<file path="src/pdm_pkg.sv">
// package of constants and types for the power-down mode controller
package pdm_pkg;

  // ----------------------------------------------------------------
  // controller states
  // ----------------------------------------------------------------
  typedef enum logic [5:0] {
    PDM_ST_RUN    = 6'h01,
    PDM_ST_SLEEP  = 6'h02,
    PDM_ST_SWSTBY = 6'h04,
    PDM_ST_SETTLE = 6'h08,
    PDM_ST_HWSTBY = 6'h10,
    PDM_ST_RESET  = 6'h20
  } pdm_state_t;

  // ----------------------------------------------------------------
  // timing
  // ----------------------------------------------------------------
  localparam int PDM_CNT_W = 18;
  // shortest oscillator settling time, in states (one state = one clock)
  localparam logic [PDM_CNT_W-1:0] PDM_SETTLE_MIN_STATES = 18'h02000;
  // largest settling select code; codes above it mean the same
  localparam logic [2:0] PDM_STS_MAX = 3'h4;

endpackage

</file>
<file path="src/pdm_ctrl.sv">
// power-down mode controller: sleep, software standby and hardware standby
`timescale 1ns/1ns
module pdm_ctrl #(
  parameter logic [pdm_pkg::PDM_CNT_W-1:0] SETTLE_MIN_CYC = pdm_pkg::PDM_SETTLE_MIN_STATES
) (
  input wire logic clk_sys_i,
  input wire logic sys_rst_i,
  input wire logic sleep_exec_i,
  input wire logic standby_select_bit_i,
  input wire logic [2:0] settle_sel_i,
  input wire logic irq_wake_i,
  input wire logic nmi_n_i,
  input wire logic [2:0] ext_irq_n_i,
  input wire logic reset_in_pin_n_i,
  input wire logic hw_standby_pin_n_i,
  output logic cpu_halt_o,
  output logic sys_clk_en_o,
  output logic periph_init_o,
  output logic cpu_reg_clear_o,
  output logic port_hiz_o,
  output logic cpu_reset_o,
  output logic wake_irq_o,
  output logic standby_select_clear_o,
  output logic [5:0] mode_o
);

  // ----------------------------------------------------------------
  // state record
  // ----------------------------------------------------------------
  typedef struct packed {
    pdm_pkg::pdm_state_t st;
    logic cpu_halt;
    logic clk_en;
    logic periph_init;
    logic reg_clear;
    logic port_hiz;
    logic cpu_reset;
    logic wake_irq;
    logic sel_clear;
    logic tmr_start;
  } pdm_ctrl_t;

  pdm_ctrl_t ctl_reg;
  pdm_ctrl_t ctl_next;
  logic settle_done;
  logic sw_wake;

  // settling wait doubles per select code, saturating at the top code
  function automatic logic [pdm_pkg::PDM_CNT_W-1:0] settle_cycles(input logic [2:0] sel);
    logic [2:0] s;
    s = (sel > pdm_pkg::PDM_STS_MAX) ? pdm_pkg::PDM_STS_MAX : sel;
    settle_cycles = SETTLE_MIN_CYC << s;
  endfunction

  // only the three low external requests and NMI may wake software standby
  assign sw_wake = !nmi_n_i || (ext_irq_n_i != 3'h7);

  // ----------------------------------------------------------------
  // next state and outputs
  // ----------------------------------------------------------------
  always_comb begin
    ctl_next = ctl_reg;
    ctl_next.wake_irq = 1'b0;
    ctl_next.sel_clear = 1'b0;
    ctl_next.tmr_start = 1'b0;
    if (!hw_standby_pin_n_i) begin
      ctl_next.st = pdm_pkg::PDM_ST_HWSTBY;
    end else begin
      case (ctl_reg.st)
        pdm_pkg::PDM_ST_RUN: begin
          if (!reset_in_pin_n_i) begin
            ctl_next.st = pdm_pkg::PDM_ST_RESET;
          end else if (sleep_exec_i && standby_select_bit_i) begin
            ctl_next.st = pdm_pkg::PDM_ST_SWSTBY;
          end else if (sleep_exec_i) begin
            ctl_next.st = pdm_pkg::PDM_ST_SLEEP;
          end
        end
        pdm_pkg::PDM_ST_SLEEP: begin
          if (!reset_in_pin_n_i) begin
            ctl_next.st = pdm_pkg::PDM_ST_RESET;
          end else if (irq_wake_i || !nmi_n_i) begin
            ctl_next.st = pdm_pkg::PDM_ST_RUN;
            ctl_next.wake_irq = 1'b1;
          end
        end
        pdm_pkg::PDM_ST_SWSTBY: begin
          if (!reset_in_pin_n_i) begin
            ctl_next.st = pdm_pkg::PDM_ST_RESET;
          end else if (sw_wake) begin
            ctl_next.st = pdm_pkg::PDM_ST_SETTLE;
            ctl_next.tmr_start = 1'b1;
          end
        end
        pdm_pkg::PDM_ST_SETTLE: begin
          if (!reset_in_pin_n_i) begin
            ctl_next.st = pdm_pkg::PDM_ST_RESET;
          end else if (settle_done) begin
            ctl_next.st = pdm_pkg::PDM_ST_RUN;
            ctl_next.wake_irq = 1'b1;
          end
        end
        pdm_pkg::PDM_ST_HWSTBY: begin
          // pin already high here; only a reset pulse leaves
          if (!reset_in_pin_n_i) begin
            ctl_next.st = pdm_pkg::PDM_ST_RESET;
          end
        end
        pdm_pkg::PDM_ST_RESET: begin
          if (reset_in_pin_n_i) begin
            ctl_next.st = pdm_pkg::PDM_ST_RUN;
            ctl_next.sel_clear = 1'b1;
          end
        end
        default: begin
          ctl_next.st = pdm_pkg::PDM_ST_RESET;
        end
      endcase
    end
    // outputs follow the next state so they line up with the state register
    ctl_next.cpu_halt = (ctl_next.st != pdm_pkg::PDM_ST_RUN);
    ctl_next.clk_en = (ctl_next.st == pdm_pkg::PDM_ST_RUN) || (ctl_next.st == pdm_pkg::PDM_ST_SLEEP)
                      || (ctl_next.st == pdm_pkg::PDM_ST_RESET);
    ctl_next.periph_init = (ctl_next.st == pdm_pkg::PDM_ST_SWSTBY) || (ctl_next.st == pdm_pkg::PDM_ST_SETTLE)
                           || (ctl_next.st == pdm_pkg::PDM_ST_HWSTBY)
                           || (ctl_next.st == pdm_pkg::PDM_ST_RESET);
    ctl_next.reg_clear = (ctl_next.st == pdm_pkg::PDM_ST_HWSTBY);
    ctl_next.port_hiz = (ctl_next.st == pdm_pkg::PDM_ST_HWSTBY);
    ctl_next.cpu_reset = (ctl_next.st == pdm_pkg::PDM_ST_RESET);
  end

  always_ff @(posedge clk_sys_i or posedge sys_rst_i) begin
    if (sys_rst_i) begin
      ctl_reg <= '{st: pdm_pkg::PDM_ST_RESET, cpu_halt: 1'b1, clk_en: 1'b1, periph_init: 1'b1,
                   reg_clear: 1'b0, port_hiz: 1'b0, cpu_reset: 1'b1, wake_irq: 1'b0,
                   sel_clear: 1'b0, tmr_start: 1'b0};
    end else begin
      ctl_reg <= ctl_next;
    end
  end

  // ----------------------------------------------------------------
  // settling timer
  // ----------------------------------------------------------------
  pdm_settle_timer u_settle (
    .clk_sys_i(clk_sys_i),
    .sys_rst_i(sys_rst_i),
    .start_i(ctl_reg.tmr_start),
    .abort_i(ctl_reg.st != pdm_pkg::PDM_ST_SETTLE),
    .load_i(settle_cycles(settle_sel_i)),
    .done_o(settle_done)
  );

  assign cpu_halt_o = ctl_reg.cpu_halt;
  assign sys_clk_en_o = ctl_reg.clk_en;
  assign periph_init_o = ctl_reg.periph_init;
  assign cpu_reg_clear_o = ctl_reg.reg_clear;
  assign port_hiz_o = ctl_reg.port_hiz;
  assign cpu_reset_o = ctl_reg.cpu_reset;
  assign wake_irq_o = ctl_reg.wake_irq;
  assign standby_select_clear_o = ctl_reg.sel_clear;
  assign mode_o = ctl_reg.st;
endmodule // pdm_ctrl

</file>
<file path="src/pdm_settle_timer.sv">
// one-shot down-counter that times the oscillator settling wait
`timescale 1ns/1ns
module pdm_settle_timer (
  input wire logic clk_sys_i,
  input wire logic sys_rst_i,
  input wire logic start_i,
  input wire logic abort_i,
  input wire logic [pdm_pkg::PDM_CNT_W-1:0] load_i,
  output logic done_o
);

  typedef struct packed {
    logic busy;
    logic [pdm_pkg::PDM_CNT_W-1:0] cnt;
    logic done;
  } pdm_tmr_t;

  pdm_tmr_t tmr_reg;
  pdm_tmr_t tmr_next;

  always_comb begin
    tmr_next = tmr_reg;
    tmr_next.done = 1'b0;
    if (abort_i) begin
      tmr_next.busy = 1'b0;
    end else if (start_i) begin
      tmr_next.busy = 1'b1;
      tmr_next.cnt = load_i - 18'h00001;
    end else if (tmr_reg.busy) begin
      if (tmr_reg.cnt == 18'h00000) begin
        tmr_next.busy = 1'b0;
        tmr_next.done = 1'b1;
      end else begin
        tmr_next.cnt = tmr_reg.cnt - 18'h00001;
      end
    end
  end

  always_ff @(posedge clk_sys_i or posedge sys_rst_i) begin
    if (sys_rst_i) begin
      tmr_reg <= '0;
    end else begin
      tmr_reg <= tmr_next;
    end
  end

  assign done_o = tmr_reg.done;

endmodule // pdm_settle_timer

</file>
<file path="config.mk">
export PLATFORM = sky130hd
export DESIGN_NAME = pdm_ctrl
export DESIGN_NICKNAME = d
export VERILOG_FILES = /design/src/pdm_pkg.sv /design/src/pdm_ctrl.sv /design/src/pdm_settle_timer.sv
export SDC_FILE = /design/constraint.sdc
export NUM_CORES = 1
export LEC_CHECK = 0
export BUFFER_PORTS_ARGS = -buffer_cell sky130_fd_sc_hd__buf_4
export CORE_ASPECT_RATIO = 1.75
export CORE_UTILIZATION = 37
export DETAILED_ROUTE_END_ITERATION = 8
export PLACE_DENSITY = 0.63
export SYNTH_ARGS = -nofsm -noshare
export SYNTH_HDL_FRONTEND = slang
export SYNTH_SLANG_ARGS = --single-unit
</file>
<file path="constraint.sdc">
create_clock -name clk_sys_i -period 4.1 [get_ports clk_sys_i]
set_clock_uncertainty 0.15 [all_clocks]
set_input_delay 1.23 -clock clk_sys_i [delete_from_list [all_inputs] [get_ports clk_sys_i]]
set_output_delay 1.23 -clock clk_sys_i [all_outputs]
set_load 0.005 [all_outputs]
</file>
==> tab_implementation.tex, run 1 <==
\begin{tabular}{lr}
\hline
Metric & Value \\
\hline
\multicolumn{2}{l}{\textbf{Critical path}} \\
CP peak stage delay & 760 ps \\
Most prevalent standard cell on the critical path & o21ai\_0 \\
Family with the most delay on the worst path & compound AO/OA/AOI/OAI gates \\
Required time reported for the critical path endpoint & 4160 ps \\
Worst path arrival time & 3000 ps \\
Number of buffers and inverters on the critical path & 1 \\
Worst Setup End Kind & flop \\
Slowest cell on the critical path & o311ai\_4 \\
Worst Path Max Fanout & 19 \\
Cell breakdown of the critical path & inv\_1, ha\_1, nor3b\_1, nand2\_1, o311ai\_4, o21ai\_0, o21ai\_0 \\
Type of element launching the critical path & flop \\
WS Path Type & flop to flop \\
\multicolumn{2}{l}{\textbf{Floorplan}} \\
Die Wd & 57.1 µm \\
Placement Rows & 34 \\
Die Span Y & 98.4 µm \\
Starting density of the core & 0.391 \\
Core region area & 5020 µm² \\
Area of the die & 5610 µm² \\
Number of placed I/O pins & 28 \\
\multicolumn{2}{l}{\textbf{Final layout}} \\
Growth of design area from synthesis to finish & 17.1\% \\
Number of diodes added for antenna fixing & 0 \\
Most used cells in the layout excluding fill and tap cells & 29 x dfrtp\_1, 29 x buf\_4, 15 x nor2\_1, 14 x nand2\_1, 13 x o21ai\_0 \\
Number of flip-flops under the largest register name & 19 \\
Share of cells above drive strength 1 & 0.204 \\
Area of all placed cells without fillers & 2300 µm² \\
Fin nets & 259 \\
\multicolumn{2}{l}{\textbf{Power}} \\
Leak pwr & 0.974 nW \\
Pwr Density & 313 nW/µm² \\
Post-layout total power & 0.719 mW \\
Worst IR Drop VDD & 0.191 mV \\
\multicolumn{2}{l}{\textbf{Timing}} \\
Total count of hold-check failures in the final report & 0 \\
Maximum achievable frequency & 0.340 GHz \\
Share of the clock period used by the worst path after layout & 0.718 \\
Final Max Slew Viols & 0 \\
Final setup vio count & 0 \\
Worst Tran Pin Value & 763 ps \\
Worst slew slack as a fraction of its limit & 0.490 \\
Total negative slack for setup checks & 0 ps \\
RSZ-0062 raised after global routing & false \\
Final critical delay including setup and external delays & 2940 ps \\
\multicolumn{2}{l}{\textbf{Logic synthesis}} \\
Total of warnings raised by yosys & 0 \\
Number of flip-flops and latches in the synthesized netlist & 34 \\
Number of unique standard cell types used by synthesis & 53 \\
Synth Cell Area & 1960 µm² \\
Fraction of the yosys area taken by sequential cells & 0.437 \\
Mean post-synth cell area & 8.84 µm² \\
Most common flop cell mapped by yosys & dfrtp\_1 \\
Number of cells produced by synthesis & 222 \\
Number of nets in the synthesized netlist & 237 \\
EDFF count, synth & 0 \\
Share of async-settable or async-resettable flops after synthesis & 1.00 \\
\multicolumn{2}{l}{\textbf{Place}} \\
Routability cong. & 0.879 \\
Placed Area & 2180 µm² \\
Number of port buffers & 27 \\
HPWL after detailed placement & 3420 µm \\
\multicolumn{2}{l}{\textbf{CTS}} \\
Max clock buf depth & 2 \\
Clk Latency, worst-skew pair & 290 ps \\
Clock tree from TritonCTS & built \\
Hold\_buf cts & 0 \\
Post-CTS repair timing setup buffer count & 0 \\
Post-cts sizing count & 0 \\
Library cell used as clock root buffer & clkbuf\_8 \\
Clock net sink count & 34 \\
Clock transition time at the flip-flop clock pins of the worst setup and hold paths & 70 ps \\
Num CTS Buffers & 5 \\
H-tree depth reported by CTS & 2 \\
\multicolumn{2}{l}{\textbf{Drt}} \\
Number of detailed-route iterations in the first pass & 4 \\
Post-route antenna net violation count & 0 \\
Remaining design rule violation count & 0 \\
Detailed-route wire length per cell & 15.9 µm \\
Vias/cell & 5.93 \\
Violation count after the first detailed-route iteration & 63 \\
DR vias & 1772 \\
Final wirelength & 4760 µm \\
\multicolumn{2}{l}{\textbf{GRT}} \\
Number of global-route vias before repair & 1720 \\
Largest net degree at the start of global routing & 35 \\
Global-route wire length before repair & 7890 µm \\
Number of antenna violations at the first check in global routing & 0 \\
Global route overflow & 0 \\
Global router's overall resource usage & 0.181 \\
\multicolumn{2}{l}{\textbf{Hold path}} \\
Hold WC Path Type & flop to flop \\
\multicolumn{2}{l}{\textbf{Flow run}} \\
Number of max-cap violations & 0 \\
\multicolumn{2}{l}{\textbf{Run status}} \\
Status & finished clean \\
\hline
\end{tabular}
logic make-up after synthesis:
| group | synth area share |
|---|---|
| AND/OR/NAND/NOR | 0.268 |
| XOR/XNOR | 0.00446 |
| flip-flops | 0.437 |
| buffers and inverters | 0.0567 |
| AO/OA/AOI/OAI | 0.218 |
| adder cells (fa/ha/maj) | 0.00637 |
| multiplexers | 0.0102 |
worst register-to-register path, stage by stage, from the launching register on:
cell and delay [ps]:
dfrtp_1 410, inv_1 90, ha_1 190, nor3b_1 610, nand2_1 330, o311ai_4 760, o21ai_0 200, o21ai_0 120
where the power goes:
| part | switching (mW) | leakage, nW | total (mW) | internal, mW |
|---|---|---|---|---|
| clock | 0.124 | 0.0585 | 0.322 | 0.198 |
| sequential | 0.00671 | 0.431 | 0.349 | 0.342 |
| combinational | 0.0238 | 0.485 | 0.0477 | 0.0239 |
final timing paths:
check / start / to / depth (start not counted) / slack [ps]
worst max-delay path: u_settle.tmr_reg[1] / u_settle.tmr_reg[6] / 7 / 1160
worst min-delay path: u_settle.tmr_reg[18] / u_settle.done_o / 1 / 350
worst max register to register: u_settle.tmr_reg[1] / u_settle.tmr_reg[6] / 7 / 1160
worst min register to register: u_settle.tmr_reg[18] / u_settle.done_o / 1 / 350
max in group asynchronous: sys_rst_i / mode_o[5] / 3 / 2580
min in group asynchronous: sys_rst_i / u_settle.tmr_reg[9] / 3 / 880
stage by stage:
step,hold slack (ps),setup WS [ps],std cells,util
3_5_place_dp,325,1150,291,0.435
4_1_cts,337,1160,299,0.458
6_report,345,1160,299,0.458
2_1_floorplan,296,1700,222,-
5_1_grt,359,910,299,0.458
3_3_place_gp,324,1260,291,0.435
cells in the mapped netlist (all sizes together), types with 4 or more instances:
library cell | count | area [µm²]
and3 | 4 | 25.0
or3 | 5 | 31.3
o21ai | 16 | 83.8
a31oi | 6 | 37.5
a21oi | 12 | 60.1
buf | 4 | 28.8
and2 | 6 | 37.5
clkbuf | 10 | 37.5
nor3 | 10 | 50.1
nor2 | 15 | 56.3
dfrtp | 29 | 726
nand3 | 8 | 40.0
inv | 12 | 45.0
dfstp | 5 | 131
nor2b | 6 | 37.5
nand2 | 15 | 58.8
nor4 | 10 | 68.8
routing by layer:
layer  up-vias  track usage  share of wire
li1        866            -              -
met1       869        0.192           0.41
met2        26        0.337           0.54
met3        11       0.0331          0.023
met4         0       0.0788          0.024
met5         -            0              0
cell type report:
| class | instances | area [µm²] |
|---|---|---|
| fill | 516 | 2720 |
| multi-input combinational | 162 | 995 |
| sequential | 34 | 857 |
| timing repair buffer | 29 | 218 |
| clock buffer | 7 | 86.3 |
| tap | 54 | 67.6 |
| inverter | 12 | 45.0 |
| clock inverter | 1 | 30.0 |
(Power assumes the default switching activity.)
==> run 2, diff against run 1 <==
--- a/config.mk
+++ b/config.mk
@@ -9,7 +9,7 @@
 export CORE_ASPECT_RATIO = 1.75
 export CORE_UTILIZATION = 37
 export DETAILED_ROUTE_END_ITERATION = 8
-export PLACE_DENSITY = 0.63
+export PLACE_DENSITY = 0.65
 export SYNTH_ARGS = -nofsm -noshare
 export SYNTH_HDL_FRONTEND = slang
 export SYNTH_SLANG_ARGS = --single-unit
==> constraint.sdc (replaced) <==
create_clock -name clk_sys_i -period 2.4 [get_ports clk_sys_i]
set_clock_uncertainty 0.15 [all_clocks]
set_input_delay 0.72 -clock clk_sys_i [delete_from_list [all_inputs] [get_ports clk_sys_i]]
set_output_delay 0.72 -clock clk_sys_i [all_outputs]
set_load 0.005 [all_outputs]
==> tab_implementation.tex, run 2 (same netlist as run 1, synthesis figures left out) <==
\begin{tabular}{lr}
\hline
Metric & Value \\
\hline
\multicolumn{2}{l}{\textbf{Timing}} \\
Worst slew slack as a fraction of its limit & 0.700 (+0.210) \\
Final critical delay including setup and external delays & 2320 ps (-625 ps) \\
Final Max Slew Viols & 0 (unchanged) \\
Final setup vio count & 0 (unchanged) \\
Share of the clock period used by the worst path after layout & 0.967 (+0.248) \\
Total count of hold-check failures in the final report & 0 (unchanged) \\
Worst Tran Pin Value & 446 ps (-317 ps) \\
Maximum achievable frequency & 0.431 GHz (+27\%) \\
RSZ-0062 raised after global routing & true \\
\multicolumn{2}{l}{\textbf{Power}} \\
Sw Pwr & 0.287 mW (+85\%) \\
Worst IR Drop VDD & 0.271 mV (+42\%) \\
Logic gate share of total power & 0.075 (+0.009) \\
Int Power & 0.939 mW (+66\%) \\
Post-layout total power & 1.23 mW (+70\%) \\
Portion of total power attributed to sequential cells & 0.483 (-0.002) \\
Pwr Density & 505 nW/µm² (+62\%) \\
Share of power burned in the clock network & 0.442 (-0.006) \\
Switching power share of the total & 0.234 (+0.0189) \\
Leak pwr & 1.05 nW (+7.5\%) \\
\multicolumn{2}{l}{\textbf{Floorplan}} \\
Starting density of the core & 0.391 (unchanged) \\
Placement Rows & 34 (unchanged) \\
Area of the die & 5610 µm² (unchanged) \\
Core region area & 5020 µm² (unchanged) \\
Die Wd & 57.1 µm (unchanged) \\
Die Span Y & 98.4 µm (unchanged) \\
Number of placed I/O pins & 28 (unchanged) \\
\multicolumn{2}{l}{\textbf{Place}} \\
HPWL after detailed placement & 3790 µm (+11\%) \\
Count of placed standard cells including taps & 306 (+5.2\%) \\
Placed Area & 2310 µm² (+5.7\%) \\
Number of port buffers & 27 (unchanged) \\
Routability cong. & 0.958 (+9.0\%) \\
\multicolumn{2}{l}{\textbf{Final layout}} \\
Area of all placed cells without fillers & 2430 µm² (+5.6\%) \\
Share of cells above drive strength 1 & 0.258 (+0.0536) \\
Filler cell count & 500 (-3.1\%) \\
Number of diodes added for antenna fixing & 0 (unchanged) \\
Most common cell after layout, fill and taps aside & buf\_4 \\
Number of flip-flops under the largest register name & 19 (unchanged) \\
Area of the multi-input gates & 1000 µm² (+0.50\%) \\
Most used cells in the layout excluding fill and tap cells & 43 x buf\_4, 29 x dfrtp\_1, 15 x nor2\_1, 14 x nand2\_1, 13 x o21ai\_0 \\
Area taken by flip-flops and latches & 857 µm² (unchanged) \\
Fin nets & 274 (+5.8\%) \\
Final Non-Filler Cells & 314 (+5.0\%) \\
Growth of design area from synthesis to finish & 23.6\% \\
\multicolumn{2}{l}{\textbf{CTS}} \\
Clock transition time at the flip-flop clock pins of the worst setup and hold paths & 80 ps (about the same) \\
Library cell used as clock root buffer & clkbuf\_8 \\
Max clock buf depth & 2 (unchanged) \\
Num CTS Buffers & 5 (unchanged) \\
H-tree depth reported by CTS & 2 (unchanged) \\
Clock net sink count & 34 (unchanged) \\
Clock tree from TritonCTS & built \\
Post-CTS repair timing setup buffer count & 0 (unchanged) \\
Clk Latency, worst-skew pair & 290 ps (about the same) \\
\multicolumn{2}{l}{\textbf{Drt}} \\
Post-route antenna net violation count & 0 (unchanged) \\
Final wirelength & 5140 µm (+7.9\%) \\
Wire length the detailed router placed on met1 & 1940 µm (unchanged) \\
DR vias & 1860 (+5.0\%) \\
Vias/cell & 5.92 (about the same) \\
Violation count after the first detailed-route iteration & 53 (-16\%) \\
Max layer used & met4 \\
Remaining design rule violation count & 0 (unchanged) \\
Detailed-route wire length per cell & 16.4 µm (+2.8\%) \\
Met2 routed WL & 2880 µm (+11\%) \\
Number of detailed-route iterations in the first pass & 4 (unchanged) \\
Routed length on met3 & 138 µm (+28\%) \\
\multicolumn{2}{l}{\textbf{GRT}} \\
Global route overflow & 0 (unchanged) \\
Number of antenna violations at the first check in global routing & 0 (unchanged) \\
Global router's overall resource usage & 0.201 (+0.0197) \\
Number of global-route vias before repair & 1924 (+12\%) \\
Global-route wire length before repair & 8850 µm (+12\%) \\
Largest net degree at the start of global routing & 35 (unchanged) \\
\multicolumn{2}{l}{\textbf{Critical path}} \\
Worst path arrival time & 2350 ps (-650 ps) \\
Required time reported for the critical path endpoint & 2430 ps (-1730 ps) \\
Worst Path Max Fanout & 5 (-14) \\
Type of element launching the critical path & flop \\
Worst Setup End Kind & flop \\
WS Path Type & flop to flop \\
\multicolumn{2}{l}{\textbf{Hold path}} \\
Hold WC Path Type & flop to flop \\
\multicolumn{2}{l}{\textbf{Flow run}} \\
Number of max-cap violations & 0 (unchanged) \\
\multicolumn{2}{l}{\textbf{Run status}} \\
Status & finished clean \\
\hline
\end{tabular}
## run 2: cell types whose count changed in the layout (fill, tap and decap cells not counted)
| cell | change |
|---|---|
| buf_4 | +14 |
| clkinvlp_4 | +2 |
| or3_1 | -1 |
| or3_4 | +1 |
| clkbuf_1 | -1 |
| clkbuf_8 | -1 |
| buf_12 | +1 |
## run 2: timing repair
action	in CTS	in global routing
hold buffers	0	0
setup endpoints to repair	0	4
gates resized for setup	0	1
## run 2: final cells by class
class / instances / area share
clock inverters: 3 / 0.0186
well taps: 54 / 0.0278
inverters: 12 / 0.0186
clock buffers: 5 / 0.0284
repair buffers: 44 / 0.141
flip-flops and latches: 34 / 0.353
multi-input cells: 162 / 0.412
## run 2: power by group through the flow
stage               combinational, mW  sequential (mW)  clock, mW
floorplan                      0.0457            0.600          0
global placement               0.0926            0.603          0
detailed placement             0.0937            0.603          0
CTS                            0.0939            0.592      0.555
global route                    0.105            0.593      0.580
finish                         0.0916            0.592      0.542
## run 2: through the flow
| step | TNS [ps] | hold WS (ps) | utilization | setup slack (ps) |
|---|---|---|---|---|
| after floorplan | 0 | 296 | - | 86.8 |
| after global placement | 0 | 327 | 0.460 | 121 |
| after detailed placement | 0 | 331 | 0.460 | 67.1 |
| after CTS | 0 | 351 | 0.482 | 54.8 |
| after global routing | -108 | 398 | 0.483 | -34.3 |
| final | 0 | 361 | 0.483 | 80.3 |
## run 2: worst paths after layout
path / from / endpoint / slack, ps / cells after the start
min reg2reg: u_settle.tmr_reg[18] / u_settle.done_o / 360 / 1
min: u_settle.tmr_reg[18] / u_settle.done_o / 360 / 1
min in group asynchronous: sys_rst_i / port_hiz_o / 370 / 3
max in group asynchronous: sys_rst_i / mode_o[5] / 1410 / 3
max: u_settle.tmr_reg[15] / u_settle.tmr_reg[10] / 80 / 5
max reg2reg: u_settle.tmr_reg[15] / u_settle.tmr_reg[10] / 80 / 5
## run 2: critical path: stages, from the launching register on
cell and delay, ps:
dfrtp_1 410, or4_1 570, or3_4 400, or3_1 350, a221oi_1 260, nor2_1 80
## run 2: metal layers
layer / up-vias / track usage
li1: 893 / -
met1: 896 / 0.212
met2: 52 / 0.372
met3: 19 / 0.0358
met4: 0 / 0.0938
met5: - / 0
